<file path="src/core/tcc_pkg.sv">
`default_nettype none
package tcc_pkg;
	// ==========================================================
	// Widths.
	localparam int ADDR_W = 8;
	localparam int DATA_W = 32;
	localparam int CNT_W  = 16;
	localparam int NCH    = 2;
	localparam int FLT_W  = 5;
	localparam int PSC_W  = 3;
	localparam int NSRC   = 6;

	// ==========================================================
	// Register byte offsets.
	localparam logic [ADDR_W-1:0] OFF_CTRL   = 8'h00;
	localparam logic [ADDR_W-1:0] OFF_SLAVE  = 8'h04;
	localparam logic [ADDR_W-1:0] OFF_OPTION = 8'h08;
	localparam logic [ADDR_W-1:0] OFF_MODE   = 8'h0c;
	localparam logic [ADDR_W-1:0] OFF_ENABLE = 8'h10;
	localparam logic [ADDR_W-1:0] OFF_EVENT  = 8'h14;
	localparam logic [ADDR_W-1:0] OFF_COUNT  = 8'h18;
	localparam logic [ADDR_W-1:0] OFF_VALUE0 = 8'h1c;
	localparam logic [ADDR_W-1:0] OFF_VALUE1 = 8'h20;
	localparam logic [ADDR_W-1:0] OFF_FLAG   = 8'h24;
	localparam logic [ADDR_W-1:0] OFF_MISS   = 8'h28;
	localparam logic [ADDR_W-1:0] OFF_IEN    = 8'h2c;

	// ==========================================================
	// Field positions.
	localparam int MODE_STRIDE = 16;
	localparam int EN_STRIDE   = 4;
	localparam int EN_BIT      = 0;
	localparam int POL_BIT     = 1;
	localparam int CH_LSB      = 1;

	// ==========================================================
	// Encodings.
	localparam logic [1:0] DIR_OUTPUT = 2'h0;
	localparam logic [1:0] DIR_OWN    = 2'h1;
	localparam logic [1:0] DIR_OTHER  = 2'h2;
	localparam logic [1:0] SRC_PCLK   = 2'h0;
	localparam logic [1:0] SRC_SLOW   = 2'h1;
	localparam logic [1:0] SRC_XTAL   = 2'h2;
	localparam logic [2:0] OCM_ACTIVE   = 3'h1;
	localparam logic [2:0] OCM_INACTIVE = 3'h2;
	localparam logic [2:0] OCM_TOGGLE   = 3'h3;
	localparam logic [2:0] OCM_LOW      = 3'h4;
	localparam logic [2:0] OCM_HIGH     = 3'h5;
	localparam logic [2:0] SMS_RESET    = 3'h4;
	localparam logic [2:0] TS_INPUT1    = 3'h5;
	localparam logic [CNT_W-1:0] CNT_ONE = 16'h0001;
	localparam logic [FLT_W-1:0] FLT_ONE = 5'h01;
	localparam logic [PSC_W-1:0] PSC_ONE = 3'h1;

	// ==========================================================
	// Carriers.
	typedef struct packed {
		logic [2:0] compare_mode_field;
		logic [3:0] input_filter_field;
		logic [1:0] input_prescale_field;
		logic [1:0] channel_direction_field;
	} tcc_chan_cfg_t;

	typedef struct packed {
		logic       trigger_polarity_bit;
		logic       ext_clock2_enable;
		logic [1:0] trigger_prescale_field;
		logic [3:0] trigger_filter_field;
		logic [2:0] trigger_select_field;
		logic [2:0] slave_mode_field;
	} tcc_slave_cfg_t;

	typedef struct packed {
		logic       clock_gate_enable;
		logic [1:0] trigger_source_select;
	} tcc_option_t;

	// ==========================================================
	// Shared decoding.
	function automatic logic [FLT_W-1:0] flt_len(input logic [3:0] f);
		case (f)
			4'h0: flt_len = 5'h01;
			4'h1: flt_len = 5'h02;
			4'h2: flt_len = 5'h04;
			4'h3: flt_len = 5'h08;
			default: flt_len = {f, 1'b0};
		endcase
	endfunction : flt_len

	function automatic logic [PSC_W-1:0] psc_max(input logic [1:0] f);
		case (f)
			2'h0: psc_max = 3'h0;
			2'h1: psc_max = 3'h1;
			2'h2: psc_max = 3'h3;
			default: psc_max = 3'h7;
		endcase
	endfunction : psc_max
endpackage : tcc_pkg
`default_nettype wire

</file>
<file path="src/core/tcc_core.sv">
// Overview of operation
// - Clock mode 2 counts external trigger edges.
// - Two-bit select picks the trigger source.
// - Pin source optionally ANDed with gate pin.
// - Trigger prescaler divides active edge count.
// - Trigger polarity zero means rising edges.
// - Trigger filter zero means no filtering.
// - Prescaled trigger resynchronised before counting.
// - Software reaches only the buffer register.
// - Capture via shadow; compare from shadow.
// - Input sampled, filtered, edge detected, prescaled.
// - Capture latches counter, sets flag, interrupts.
// - Capture over set flag sets missed flag.
// - Flag cleared by write-one or, in input role, value read.
// - Direction selects role; input makes read-only.
// - Filter 0011 needs eight equal samples.
// - Channel polarity selects rising or falling.
// - Prescale 00 captures on every active edge.
// - Captures only while channel enable set.
// - Software event bit raises channel flag.
// - Trigger 101, mode 100 resets counter.
// - Output equals reference xor polarity.
// - Modes 101/100 force reference high/low.
// - Comparison keeps flagging while forced.
//
// The APB interface to the registers and the placing of the registers were chosen for this implementation.
`timescale 1ns/1ps
`default_nettype none
module tcc_core (
	// Clock and reset.
	input  wire logic                        clk,
	input  wire logic                        reset_n,
	// APB slave.
	input  wire logic [tcc_pkg::ADDR_W-1:0]  paddr,
	input  wire logic                        psel,
	input  wire logic                        penable,
	input  wire logic                        pwrite,
	input  wire logic [tcc_pkg::DATA_W-1:0]  pwdata,
	output logic      [tcc_pkg::DATA_W-1:0]  prdata,
	output logic                             pready,
	output logic                             pslverr,
	// Clock sources and pins.
	input  wire logic                        osc_slow,
	input  wire logic                        osc_xtal,
	input  wire logic                        timer_clock_pin,
	input  wire logic                        clock_gate_pin,
	input  wire logic [tcc_pkg::NCH-1:0]     timer_input,
	// Channel outputs.
	output logic      [tcc_pkg::NCH-1:0]     channel_output,
	output logic      [tcc_pkg::NCH-1:0]     channel_output_enable,
	output logic                             irq_req
);
	// ==========================================================
	// Storage.
	logic [tcc_pkg::NSRC-1:0]    sync1_reg;
	logic [tcc_pkg::NSRC-1:0]    sync2_reg;
	logic                        pclk_div_reg;
	logic [2:0]                  flt_lvl_reg;
	logic [2:0]                  flt_prev_reg;
	logic [tcc_pkg::FLT_W-1:0]   flt_cnt_reg [3];
	logic [tcc_pkg::PSC_W-1:0]   psc_cnt_reg [3];
	logic                        etr_tick_reg;
	logic                        counter_run_bit;
	tcc_pkg::tcc_slave_cfg_t     slave_control_reg;
	tcc_pkg::tcc_option_t        option_reg;
	tcc_pkg::tcc_chan_cfg_t      cfg_reg [tcc_pkg::NCH];
	logic [tcc_pkg::NCH-1:0]     channel_enable_bit;
	logic [tcc_pkg::NCH-1:0]     channel_polarity_bit;
	logic [tcc_pkg::NCH-1:0]     interrupt_enable_reg;
	logic [tcc_pkg::CNT_W-1:0]   cnt_reg;
	logic [tcc_pkg::CNT_W-1:0]   channel_value_reg [tcc_pkg::NCH];
	logic [tcc_pkg::CNT_W-1:0]   shadow_reg [tcc_pkg::NCH];
	logic [tcc_pkg::NCH-1:0]     copy_pend_reg;
	logic [tcc_pkg::NCH-1:0]     channel_event_flag;
	logic [tcc_pkg::NCH-1:0]     missed_capture_flag;
	logic [tcc_pkg::NCH-1:0]     match_prev_reg;
	logic [tcc_pkg::NCH-1:0]     compare_reference_level;

	// ==========================================================
	// Bus decode.
	wire apb_setup  = psel & ~penable;
	wire apb_access = psel & penable;
	wire apb_wr     = apb_access & pwrite;
	wire apb_rd     = apb_access & ~pwrite;
	wire sel_ctrl   = paddr == tcc_pkg::OFF_CTRL;
	wire sel_slave  = paddr == tcc_pkg::OFF_SLAVE;
	wire sel_option = paddr == tcc_pkg::OFF_OPTION;
	wire sel_mode   = paddr == tcc_pkg::OFF_MODE;
	wire sel_enable = paddr == tcc_pkg::OFF_ENABLE;
	wire sel_event  = paddr == tcc_pkg::OFF_EVENT;
	wire sel_count  = paddr == tcc_pkg::OFF_COUNT;
	wire sel_flag   = paddr == tcc_pkg::OFF_FLAG;
	wire sel_miss   = paddr == tcc_pkg::OFF_MISS;
	wire sel_ien    = paddr == tcc_pkg::OFF_IEN;
	wire [tcc_pkg::NCH-1:0] sel_value = {paddr == tcc_pkg::OFF_VALUE1, paddr == tcc_pkg::OFF_VALUE0};
	wire sel_hit = sel_ctrl | sel_slave | sel_option | sel_mode | sel_enable | sel_event
		| sel_count | sel_flag | sel_miss | sel_ien | (|sel_value);

	logic [tcc_pkg::DATA_W-1:0] rd_mux;
	logic [tcc_pkg::DATA_W-1:0] mode_word;
	logic [tcc_pkg::DATA_W-1:0] enable_word;
	always_comb begin
		mode_word   = '0;
		enable_word = '0;
		for (int c = 0; c < tcc_pkg::NCH; c++) begin
			mode_word[c*tcc_pkg::MODE_STRIDE +: $bits(tcc_pkg::tcc_chan_cfg_t)] = cfg_reg[c];
			enable_word[c*tcc_pkg::EN_STRIDE + tcc_pkg::EN_BIT]  = channel_enable_bit[c];
			enable_word[c*tcc_pkg::EN_STRIDE + tcc_pkg::POL_BIT] = channel_polarity_bit[c];
		end
	end
	assign rd_mux = sel_ctrl   ? 32'(counter_run_bit) :
		sel_slave  ? 32'(slave_control_reg) :
		sel_option ? 32'(option_reg) :
		sel_mode   ? mode_word :
		sel_enable ? enable_word :
		sel_count  ? 32'(cnt_reg) :
		sel_value[0] ? 32'(channel_value_reg[0]) :
		sel_value[1] ? 32'(channel_value_reg[1]) :
		sel_flag   ? 32'({channel_event_flag, 1'b0}) :
		sel_miss   ? 32'({missed_capture_flag, 1'b0}) :
		sel_ien    ? 32'({interrupt_enable_reg, 1'b0}) : '0;

	// Read data is prepared in the setup cycle so the slave never waits.
	always_ff @(posedge clk or negedge reset_n) begin
		if (!reset_n) begin
			prdata  <= '0;
			pready  <= 1'b0;
			pslverr <= 1'b0;
		end else begin
			prdata  <= apb_setup ? rd_mux : prdata;
			pready  <= 1'b1;
			pslverr <= apb_setup & ~sel_hit;
		end
	end

	always_ff @(posedge clk or negedge reset_n) begin
		if (!reset_n) begin
			counter_run_bit      <= 1'b0;
			slave_control_reg    <= '0;
			option_reg           <= '0;
			channel_enable_bit   <= '0;
			channel_polarity_bit <= '0;
			interrupt_enable_reg <= '0;
			for (int c = 0; c < tcc_pkg::NCH; c++) cfg_reg[c] <= '0;
		end else if (apb_wr) begin
			if (sel_ctrl) counter_run_bit <= pwdata[0];
			if (sel_slave) slave_control_reg <= pwdata[$bits(tcc_pkg::tcc_slave_cfg_t)-1:0];
			if (sel_option) option_reg <= pwdata[$bits(tcc_pkg::tcc_option_t)-1:0];
			if (sel_ien) interrupt_enable_reg <= pwdata[tcc_pkg::CH_LSB +: tcc_pkg::NCH];
			for (int c = 0; c < tcc_pkg::NCH; c++) begin
				if (sel_mode)
					cfg_reg[c] <= pwdata[c*tcc_pkg::MODE_STRIDE +: $bits(tcc_pkg::tcc_chan_cfg_t)];
				if (sel_enable) begin
					channel_enable_bit[c]   <= pwdata[c*tcc_pkg::EN_STRIDE + tcc_pkg::EN_BIT];
					channel_polarity_bit[c] <= pwdata[c*tcc_pkg::EN_STRIDE + tcc_pkg::POL_BIT];
				end
			end
		end
	end

	// ==========================================================
	// Pin synchronisers and trigger source.
	always_ff @(posedge clk or negedge reset_n) begin
		if (!reset_n) begin
			sync1_reg    <= '0;
			sync2_reg    <= '0;
			pclk_div_reg <= 1'b0;
		end else begin
			sync1_reg    <= {timer_input, clock_gate_pin, timer_clock_pin, osc_xtal, osc_slow};
			sync2_reg    <= sync1_reg;
			pclk_div_reg <= ~pclk_div_reg;
		end
	end

	wire gated_pin = sync2_reg[2] & (sync2_reg[3] | ~option_reg.clock_gate_enable);
	wire external_trigger_input =
		(option_reg.trigger_source_select == tcc_pkg::SRC_PCLK) ? pclk_div_reg :
		(option_reg.trigger_source_select == tcc_pkg::SRC_SLOW) ? sync2_reg[0] :
		(option_reg.trigger_source_select == tcc_pkg::SRC_XTAL) ? sync2_reg[1] : gated_pin;

	// ==========================================================
	// Digital filters: index 0 trigger, 1 and 2 the channel inputs.
	wire [2:0] flt_in = {sync2_reg[5], sync2_reg[4], external_trigger_input};
	wire [tcc_pkg::FLT_W-1:0] flt_need [3];
	assign flt_need[0] = tcc_pkg::flt_len(slave_control_reg.trigger_filter_field);
	assign flt_need[1] = tcc_pkg::flt_len(cfg_reg[0].input_filter_field);
	assign flt_need[2] = tcc_pkg::flt_len(cfg_reg[1].input_filter_field);

	// Level accepted after the programmed run of equal samples.
	always_ff @(posedge clk or negedge reset_n) begin
		if (!reset_n) begin
			flt_lvl_reg  <= '0;
			flt_prev_reg <= '0;
			for (int i = 0; i < 3; i++) flt_cnt_reg[i] <= '0;
		end else begin
			flt_prev_reg <= flt_lvl_reg;
			for (int i = 0; i < 3; i++) begin
				if (flt_in[i] == flt_lvl_reg[i]) begin
					flt_cnt_reg[i] <= '0;
				end else if (flt_cnt_reg[i] == flt_need[i] - tcc_pkg::FLT_ONE) begin
					flt_lvl_reg[i] <= flt_in[i];
					flt_cnt_reg[i] <= '0;
				end else begin
					flt_cnt_reg[i] <= flt_cnt_reg[i] + tcc_pkg::FLT_ONE;
				end
			end
		end
	end
	wire [2:0] filtered_input = flt_lvl_reg;
	wire [2:0] rise = flt_lvl_reg & ~flt_prev_reg;
	wire [2:0] fall = ~flt_lvl_reg & flt_prev_reg;

	wire etr_edge = slave_control_reg.trigger_polarity_bit ? fall[0] : rise[0];
	// Channel edge polarity on its own input.
	wire [tcc_pkg::NCH-1:0] edge_detected_input;
	assign edge_detected_input[0] = channel_polarity_bit[0] ? fall[1] : rise[1];
	assign edge_detected_input[1] = channel_polarity_bit[1] ? fall[2] : rise[2];

	// Capture edge from the own or the neighbouring input.
	wire [tcc_pkg::NCH-1:0] capture_input_signal;
	assign capture_input_signal[0] = (cfg_reg[0].channel_direction_field == tcc_pkg::DIR_OTHER) ?
		(channel_polarity_bit[0] ? fall[2] : rise[2]) : edge_detected_input[0];
	assign capture_input_signal[1] = (cfg_reg[1].channel_direction_field == tcc_pkg::DIR_OTHER) ?
		(channel_polarity_bit[1] ? fall[1] : rise[1]) : edge_detected_input[1];

	// ==========================================================
	// Prescalers: index 0 trigger, 1 and 2 the channels.
	wire [2:0] psc_ev = {capture_input_signal, etr_edge};
	wire [tcc_pkg::PSC_W-1:0] psc_top [3];
	assign psc_top[0] = tcc_pkg::psc_max(slave_control_reg.trigger_prescale_field);
	assign psc_top[1] = tcc_pkg::psc_max(cfg_reg[0].input_prescale_field);
	assign psc_top[2] = tcc_pkg::psc_max(cfg_reg[1].input_prescale_field);
	wire [2:0] psc_hit;
	// One pulse per programmed number of edges.
	assign psc_hit[0] = psc_ev[0] & (psc_cnt_reg[0] == psc_top[0]);
	assign psc_hit[1] = psc_ev[1] & (psc_cnt_reg[1] == psc_top[1]);
	assign psc_hit[2] = psc_ev[2] & (psc_cnt_reg[2] == psc_top[2]);
	wire prescaled_trigger_signal = psc_hit[0];
	wire [tcc_pkg::NCH-1:0] prescaled_capture_signal = psc_hit[2:1];

	always_ff @(posedge clk or negedge reset_n) begin
		if (!reset_n) begin
			for (int i = 0; i < 3; i++) psc_cnt_reg[i] <= '0;
		end else begin
			for (int i = 0; i < 3; i++)
				if (psc_ev[i]) psc_cnt_reg[i] <= psc_hit[i] ? '0 : psc_cnt_reg[i] + tcc_pkg::PSC_ONE;
		end
	end

	// ==========================================================
	// Counter.
	// Reset mode on channel one's filtered edge.
	wire slave_reset = (slave_control_reg.slave_mode_field == tcc_pkg::SMS_RESET)
		& (slave_control_reg.trigger_select_field == tcc_pkg::TS_INPUT1) & edge_detected_input[0];
	// External edges replace the internal clock.
	wire count_en = counter_run_bit & (~slave_control_reg.ext_clock2_enable | etr_tick_reg);

	always_ff @(posedge clk or negedge reset_n) begin
		if (!reset_n) begin
			etr_tick_reg <= 1'b0;
			cnt_reg      <= '0;
		end else begin
			// Extra stage costs a cycle but keeps the count on the timer clock.
			etr_tick_reg <= prescaled_trigger_signal;
			if (apb_wr & sel_count) cnt_reg <= pwdata[tcc_pkg::CNT_W-1:0];
			else if (slave_reset) cnt_reg <= '0;
			else if (count_en) cnt_reg <= cnt_reg + tcc_pkg::CNT_ONE;
		end
	end

	// ==========================================================
	// Channels.
	for (genvar c = 0; c < tcc_pkg::NCH; c++) begin : g_ch
		wire is_input  = cfg_reg[c].channel_direction_field != tcc_pkg::DIR_OUTPUT;
		wire capture   = is_input & channel_enable_bit[c] & prescaled_capture_signal[c];
		wire match     = ~is_input & (cnt_reg == shadow_reg[c]);
		wire match_ev  = match & ~match_prev_reg[c];
		wire software_channel_event = apb_wr & sel_event & pwdata[tcc_pkg::CH_LSB + c];
		wire flag_set  = copy_pend_reg[c] | match_ev | software_channel_event;
		wire flag_clr  = (apb_wr & sel_flag & pwdata[tcc_pkg::CH_LSB + c])
			| (apb_rd & sel_value[c] & is_input);
		wire miss_set  = copy_pend_reg[c] & channel_event_flag[c];
		wire miss_clr  = apb_wr & sel_miss & pwdata[tcc_pkg::CH_LSB + c];
		logic ref_next;

		always_comb begin
			case (cfg_reg[c].compare_mode_field)
				tcc_pkg::OCM_ACTIVE:   ref_next = compare_reference_level[c] | match_ev;
				tcc_pkg::OCM_INACTIVE: ref_next = compare_reference_level[c] & ~match_ev;
				tcc_pkg::OCM_TOGGLE:   ref_next = compare_reference_level[c] ^ match_ev;
				tcc_pkg::OCM_LOW:      ref_next = 1'b0;
				tcc_pkg::OCM_HIGH:     ref_next = 1'b1;
				default:               ref_next = compare_reference_level[c];
			endcase
		end

		always_ff @(posedge clk or negedge reset_n) begin
			if (!reset_n) begin
				channel_value_reg[c]       <= '0;
				shadow_reg[c]              <= '0;
				copy_pend_reg[c]           <= 1'b0;
				match_prev_reg[c]          <= 1'b0;
				compare_reference_level[c] <= 1'b0;
			end else begin
				copy_pend_reg[c]  <= capture;
				match_prev_reg[c] <= match;
				compare_reference_level[c] <= ~is_input & ref_next;
				// Capture lands in the shadow, compare loads from the buffer.
				if (capture) shadow_reg[c] <= cnt_reg;
				else if (!is_input) shadow_reg[c] <= channel_value_reg[c];
				// Software writes the buffer only in output role.
				if (copy_pend_reg[c]) channel_value_reg[c] <= shadow_reg[c];
				else if (apb_wr & sel_value[c] & ~is_input) channel_value_reg[c] <= pwdata[tcc_pkg::CNT_W-1:0];
			end
		end

		always_ff @(posedge clk or negedge reset_n) begin
			if (!reset_n) begin
				channel_event_flag[c]  <= 1'b0;
				missed_capture_flag[c] <= 1'b0;
			end else begin
				channel_event_flag[c]  <= flag_set | (channel_event_flag[c] & ~flag_clr);
				missed_capture_flag[c] <= miss_set | (missed_capture_flag[c] & ~miss_clr);
			end
		end

		always_ff @(posedge clk or negedge reset_n) begin
			if (!reset_n) begin
				channel_output[c]        <= 1'b0;
				channel_output_enable[c] <= 1'b0;
			end else begin
				channel_output[c]        <= compare_reference_level[c] ^ channel_polarity_bit[c];
				channel_output_enable[c] <= ~is_input & channel_enable_bit[c];
			end
		end

	end

	// ==========================================================
	// Interrupt request.
	always_ff @(posedge clk or negedge reset_n) begin
		if (!reset_n) irq_req <= 1'b0;
		else irq_req <= |(channel_event_flag & interrupt_enable_reg);
	end
endmodule : tcc_core
`default_nettype wire

</file>
<file path="config.mk">
export PLATFORM = sky130hd
export DESIGN_NAME = tcc_core
export DESIGN_NICKNAME = d
export VERILOG_FILES = /design/src/core/tcc_pkg.sv /design/src/core/tcc_core.sv
export SDC_FILE = /design/constraint.sdc
export NUM_CORES = 1
export LEC_CHECK = 0
export BUFFER_PORTS_ARGS = -buffer_cell sky130_fd_sc_hd__buf_4
export CAP_MARGIN = 20
export CORE_MARGIN = 2
export CORE_UTILIZATION = 60
export DETAILED_ROUTE_END_ITERATION = 10
export PLACE_DENSITY = 0.8
export SLEW_MARGIN = 40
export SYNTH_ARGS = -nofsm -noshare
export SYNTH_HDL_FRONTEND = slang
export SYNTH_SLANG_ARGS = --single-unit
</file>
<file path="constraint.sdc">
create_clock -name clk -period 7.2 [get_ports clk]
set_clock_uncertainty 0.1 [all_clocks]
set_input_delay 1.44 -clock clk [delete_from_list [all_inputs] [get_ports clk]]
set_output_delay 1.44 -clock clk [all_outputs]
set_load 0.03 [all_outputs]
</file>
==> run summary <==
Slew @ Worst Pin: 0.776 ns
Final hold vios: 0
Die area: 20000 sq um
Area growth from synthesis to layout: 12.1%
Leak Pwr: 5.84 nW
Post-CTS Setup Bufs: 0
Fillers: 1422
Post-synth EDFFs: 0
Initial core utilization: 0.609
Post-route ant nets: 0
CP max FO: 29
Netlist cell types: 84
Ant diodes: 0
DR pass1 iterations: 8
Number of global-route vias before repair: 8940
Global-route wire length before repair: 49400 microns
Clock latency on the worst-skew pair: 0.52 ns
Clk buf depth: 3
Vias: 9304
Setup TNS: 0 ns
Max Cap Viol: 0
WP data arrival: 3.93 ns
Die width: 141 microns
Seq/Total Area, Yosys: 0.474
GR Overflow Total: 0
CTS tree: yes
Crit path required time: 7.50 ns
Wire per inst: 22.1 microns
IO buf count: 79
Clock Root Buffer: clkbuf_16
Post-route DRC violation count: 0
Achievable frequency: 0.275 GHz
Total track usage: 0.316
HP Class: reg2reg
Initial antenna violation count: 0
Async SR Flop Fraction: 1.00
Largest net degree at the start of global routing: 107
Post-synthesis register bit count: 214
Clk pin slew, worst setup/hold paths: 0.06 ns
Syn Area/Cell: 9.99 sq um
RSZ-0062 raised after global routing: false
Worst Setup End Kind: register
Util after Layout: 0.682
H-tree depth: 1
Dpl hpwl: 21000 microns
Hold buffer count at cts: 0
Fin nets: 1229
Drt total wl: 31300 microns
Final setup fails: 0
Num ports: 90
Leading register cell type out of synthesis: dfrtp_1
Slew HR: 0.469
Crit Path Class: in2reg
Commonest non-fill, non-tap cells in the layout: 213 x dfrtp_1, 135 x nand2_1, 89 x buf_4
Cell Area, Synth: 11300 sq um
Adder-Cell Fraction of Synth Area: 0.0122
Die Y-Extent: 141 microns
Worst vdd ir: 0.131 mV
Startpoint class of the critical path: input port
Synth Area in Compound Gates: 0.182
Post-synthesis mux area share: 0.0987
Synthesized instance count: 1132
Share of cells above drive strength 1: 0.183
Final Critical Period: 3.63 ns
P per Cell Area: 227 nW/um^2
Period utilization: 0.505
Post-Synth XOR/XNOR Area: 0.0395
Most common cell after layout, fill and taps aside: dfrtp_1
Core area: 18600 sq um
Post-CTS sizing: 0
Status: complete, no violations
Clk sinks: 214
Post-Synth Simple-Gate Area: 0.150
Yosys warns: 0
CTS Buf Count: 23
Cell row count: 50
GPL Wtd Cong: 0.967
Max Slew Vio Count: 0
Dominant combinational cell family by area after synthesis: compound AO/OA/AOI/OAI gates
Vias per inst: 6.57
Initial DRC Count: 1030
-- final cells by class --
class / count / area (sq um) / share of cell area
sequential: 214 / 5360 / 0.423
clock buffer: 30 / 642 / 0.0506
timing repair buffer: 91 / 711 / 0.0561
multi-input combinational: 817 / 5520 / 0.435
tap: 234 / 293 / 0.0231
inverter: 20 / 75.1 / 0.00592
clock inverter: 10 / 80.1 / 0.00632
-- cell usage after synthesis, types with 4 or more instances --
cell	number	area [sq um]
dfrtp_1	214	5360
nand2_1	136	510
o21ai_0	84	420
nor2_1	65	244
a21oi_1	62	310
mux2i_1	53	531
mux2_2	49	552
clkbuf_1	46	173
xor2_1	36	315
a22oi_1	32	240
a22o_1	24	210
buf_2	21	105
inv_1	20	75.1
nand3_1	19	95.1
nand2b_1	18	113
xnor2_1	15	131
a31oi_1	13	81.3
buf_4	11	82.6
ha_1	11	138
nor3_1	11	55.1
o31ai_1	11	82.6
or2_2	11	68.8
and2_1	10	62.6
nor4_1	10	62.6
nor2b_1	9	56.3
a221oi_1	8	70.1
a32oi_1	6	52.6
nand4_1	6	37.5
o21a_1	6	45.0
o21ai_1	6	30.0
a32o_1	5	50.1
and3_1	5	31.3
o22ai_1	5	31.3
a2111oi_0	4	35.0
a211oi_1	4	30.0
a21o_1	4	30.0
nor3b_1	4	30.0
nor4b_1	4	35.0
or3_1	4	25.0
-- where the power goes --
group          total [mW]  leakage, nW  switching, mW  internal [mW]
Clock                1.15        0.358          0.486          0.662
Combinational       0.384         2.59          0.229          0.155
Sequential           1.35         2.90         0.0822           1.27
-- worst max-delay path: stages --
cell and delay, ns:
buf_4 0.34, nor4b_4 0.69, and2_1 0.61, nand2_2 0.42, mux2_1 0.42
-- per-stage QoR --
| stage | std cells | setup slack [ns] | total power, mW | hold slack, ns | cell area, sq um |
|---|---|---|---|---|---|
| 2_1_floorplan | 1136 | 4.13 | 1.59 | 0.231 | 11300 |
| 3_3_place_gp | 1375 | 2.88 | 1.73 | 0.231 | 11900 |
| 3_5_place_dp | 1375 | 3.14 | 1.75 | 0.235 | 11900 |
| 4_1_cts | 1415 | 3.67 | 2.88 | 0.248 | 12600 |
| 5_1_grt | 1416 | 3.51 | 2.99 | 0.263 | 12700 |
| 6_report | 1416 | 3.57 | 2.88 | 0.247 | 12700 |
-- layer usage --
layer  global-route usage  vias up  wire length (microns)
li1                     -     4163                      -
met1                0.434     4511                  12500
met5                    0        -                      0
met2                0.501      507                  14400
met4                0.135        0                   1460
met3               0.0560      123                   2860
-- worst paths after layout --
path / start / end / slack [ns] / depth (start not counted)
worst max-delay path: paddr[2] / slave_control_reg[10] / 3.57 / 5
worst min-delay path: sync1_reg[2] / sync2_reg[2] / 0.25 / 0
worst max register to register: cnt_reg[2] / compare_reference_level[0] / 3.84 / 10
worst min register to register: sync1_reg[2] / sync2_reg[2] / 0.25 / 0
max in group asynchronous: reset_n / slave_control_reg[5] / 4.92 / 3
min in group asynchronous: reset_n / flt_cnt_reg[3] / 0.67 / 1
-- cell families (layout without fill, tap and decap cells) --
| group | Yosys count | in the layout |
|---|---|---|
| adder cells (fa/ha/maj) | 11 | 11 |
| other | 2 | 6 |
| buffers and inverters | 105 | 151 |
| AND/OR/NAND/NOR | 336 | 336 |
| XOR/XNOR | 51 | 51 |
| flip-flops | 214 | 214 |
| multiplexers | 104 | 104 |
| AO/OA/AOI/OAI | 309 | 309 |
(Power assumes the default switching activity.)
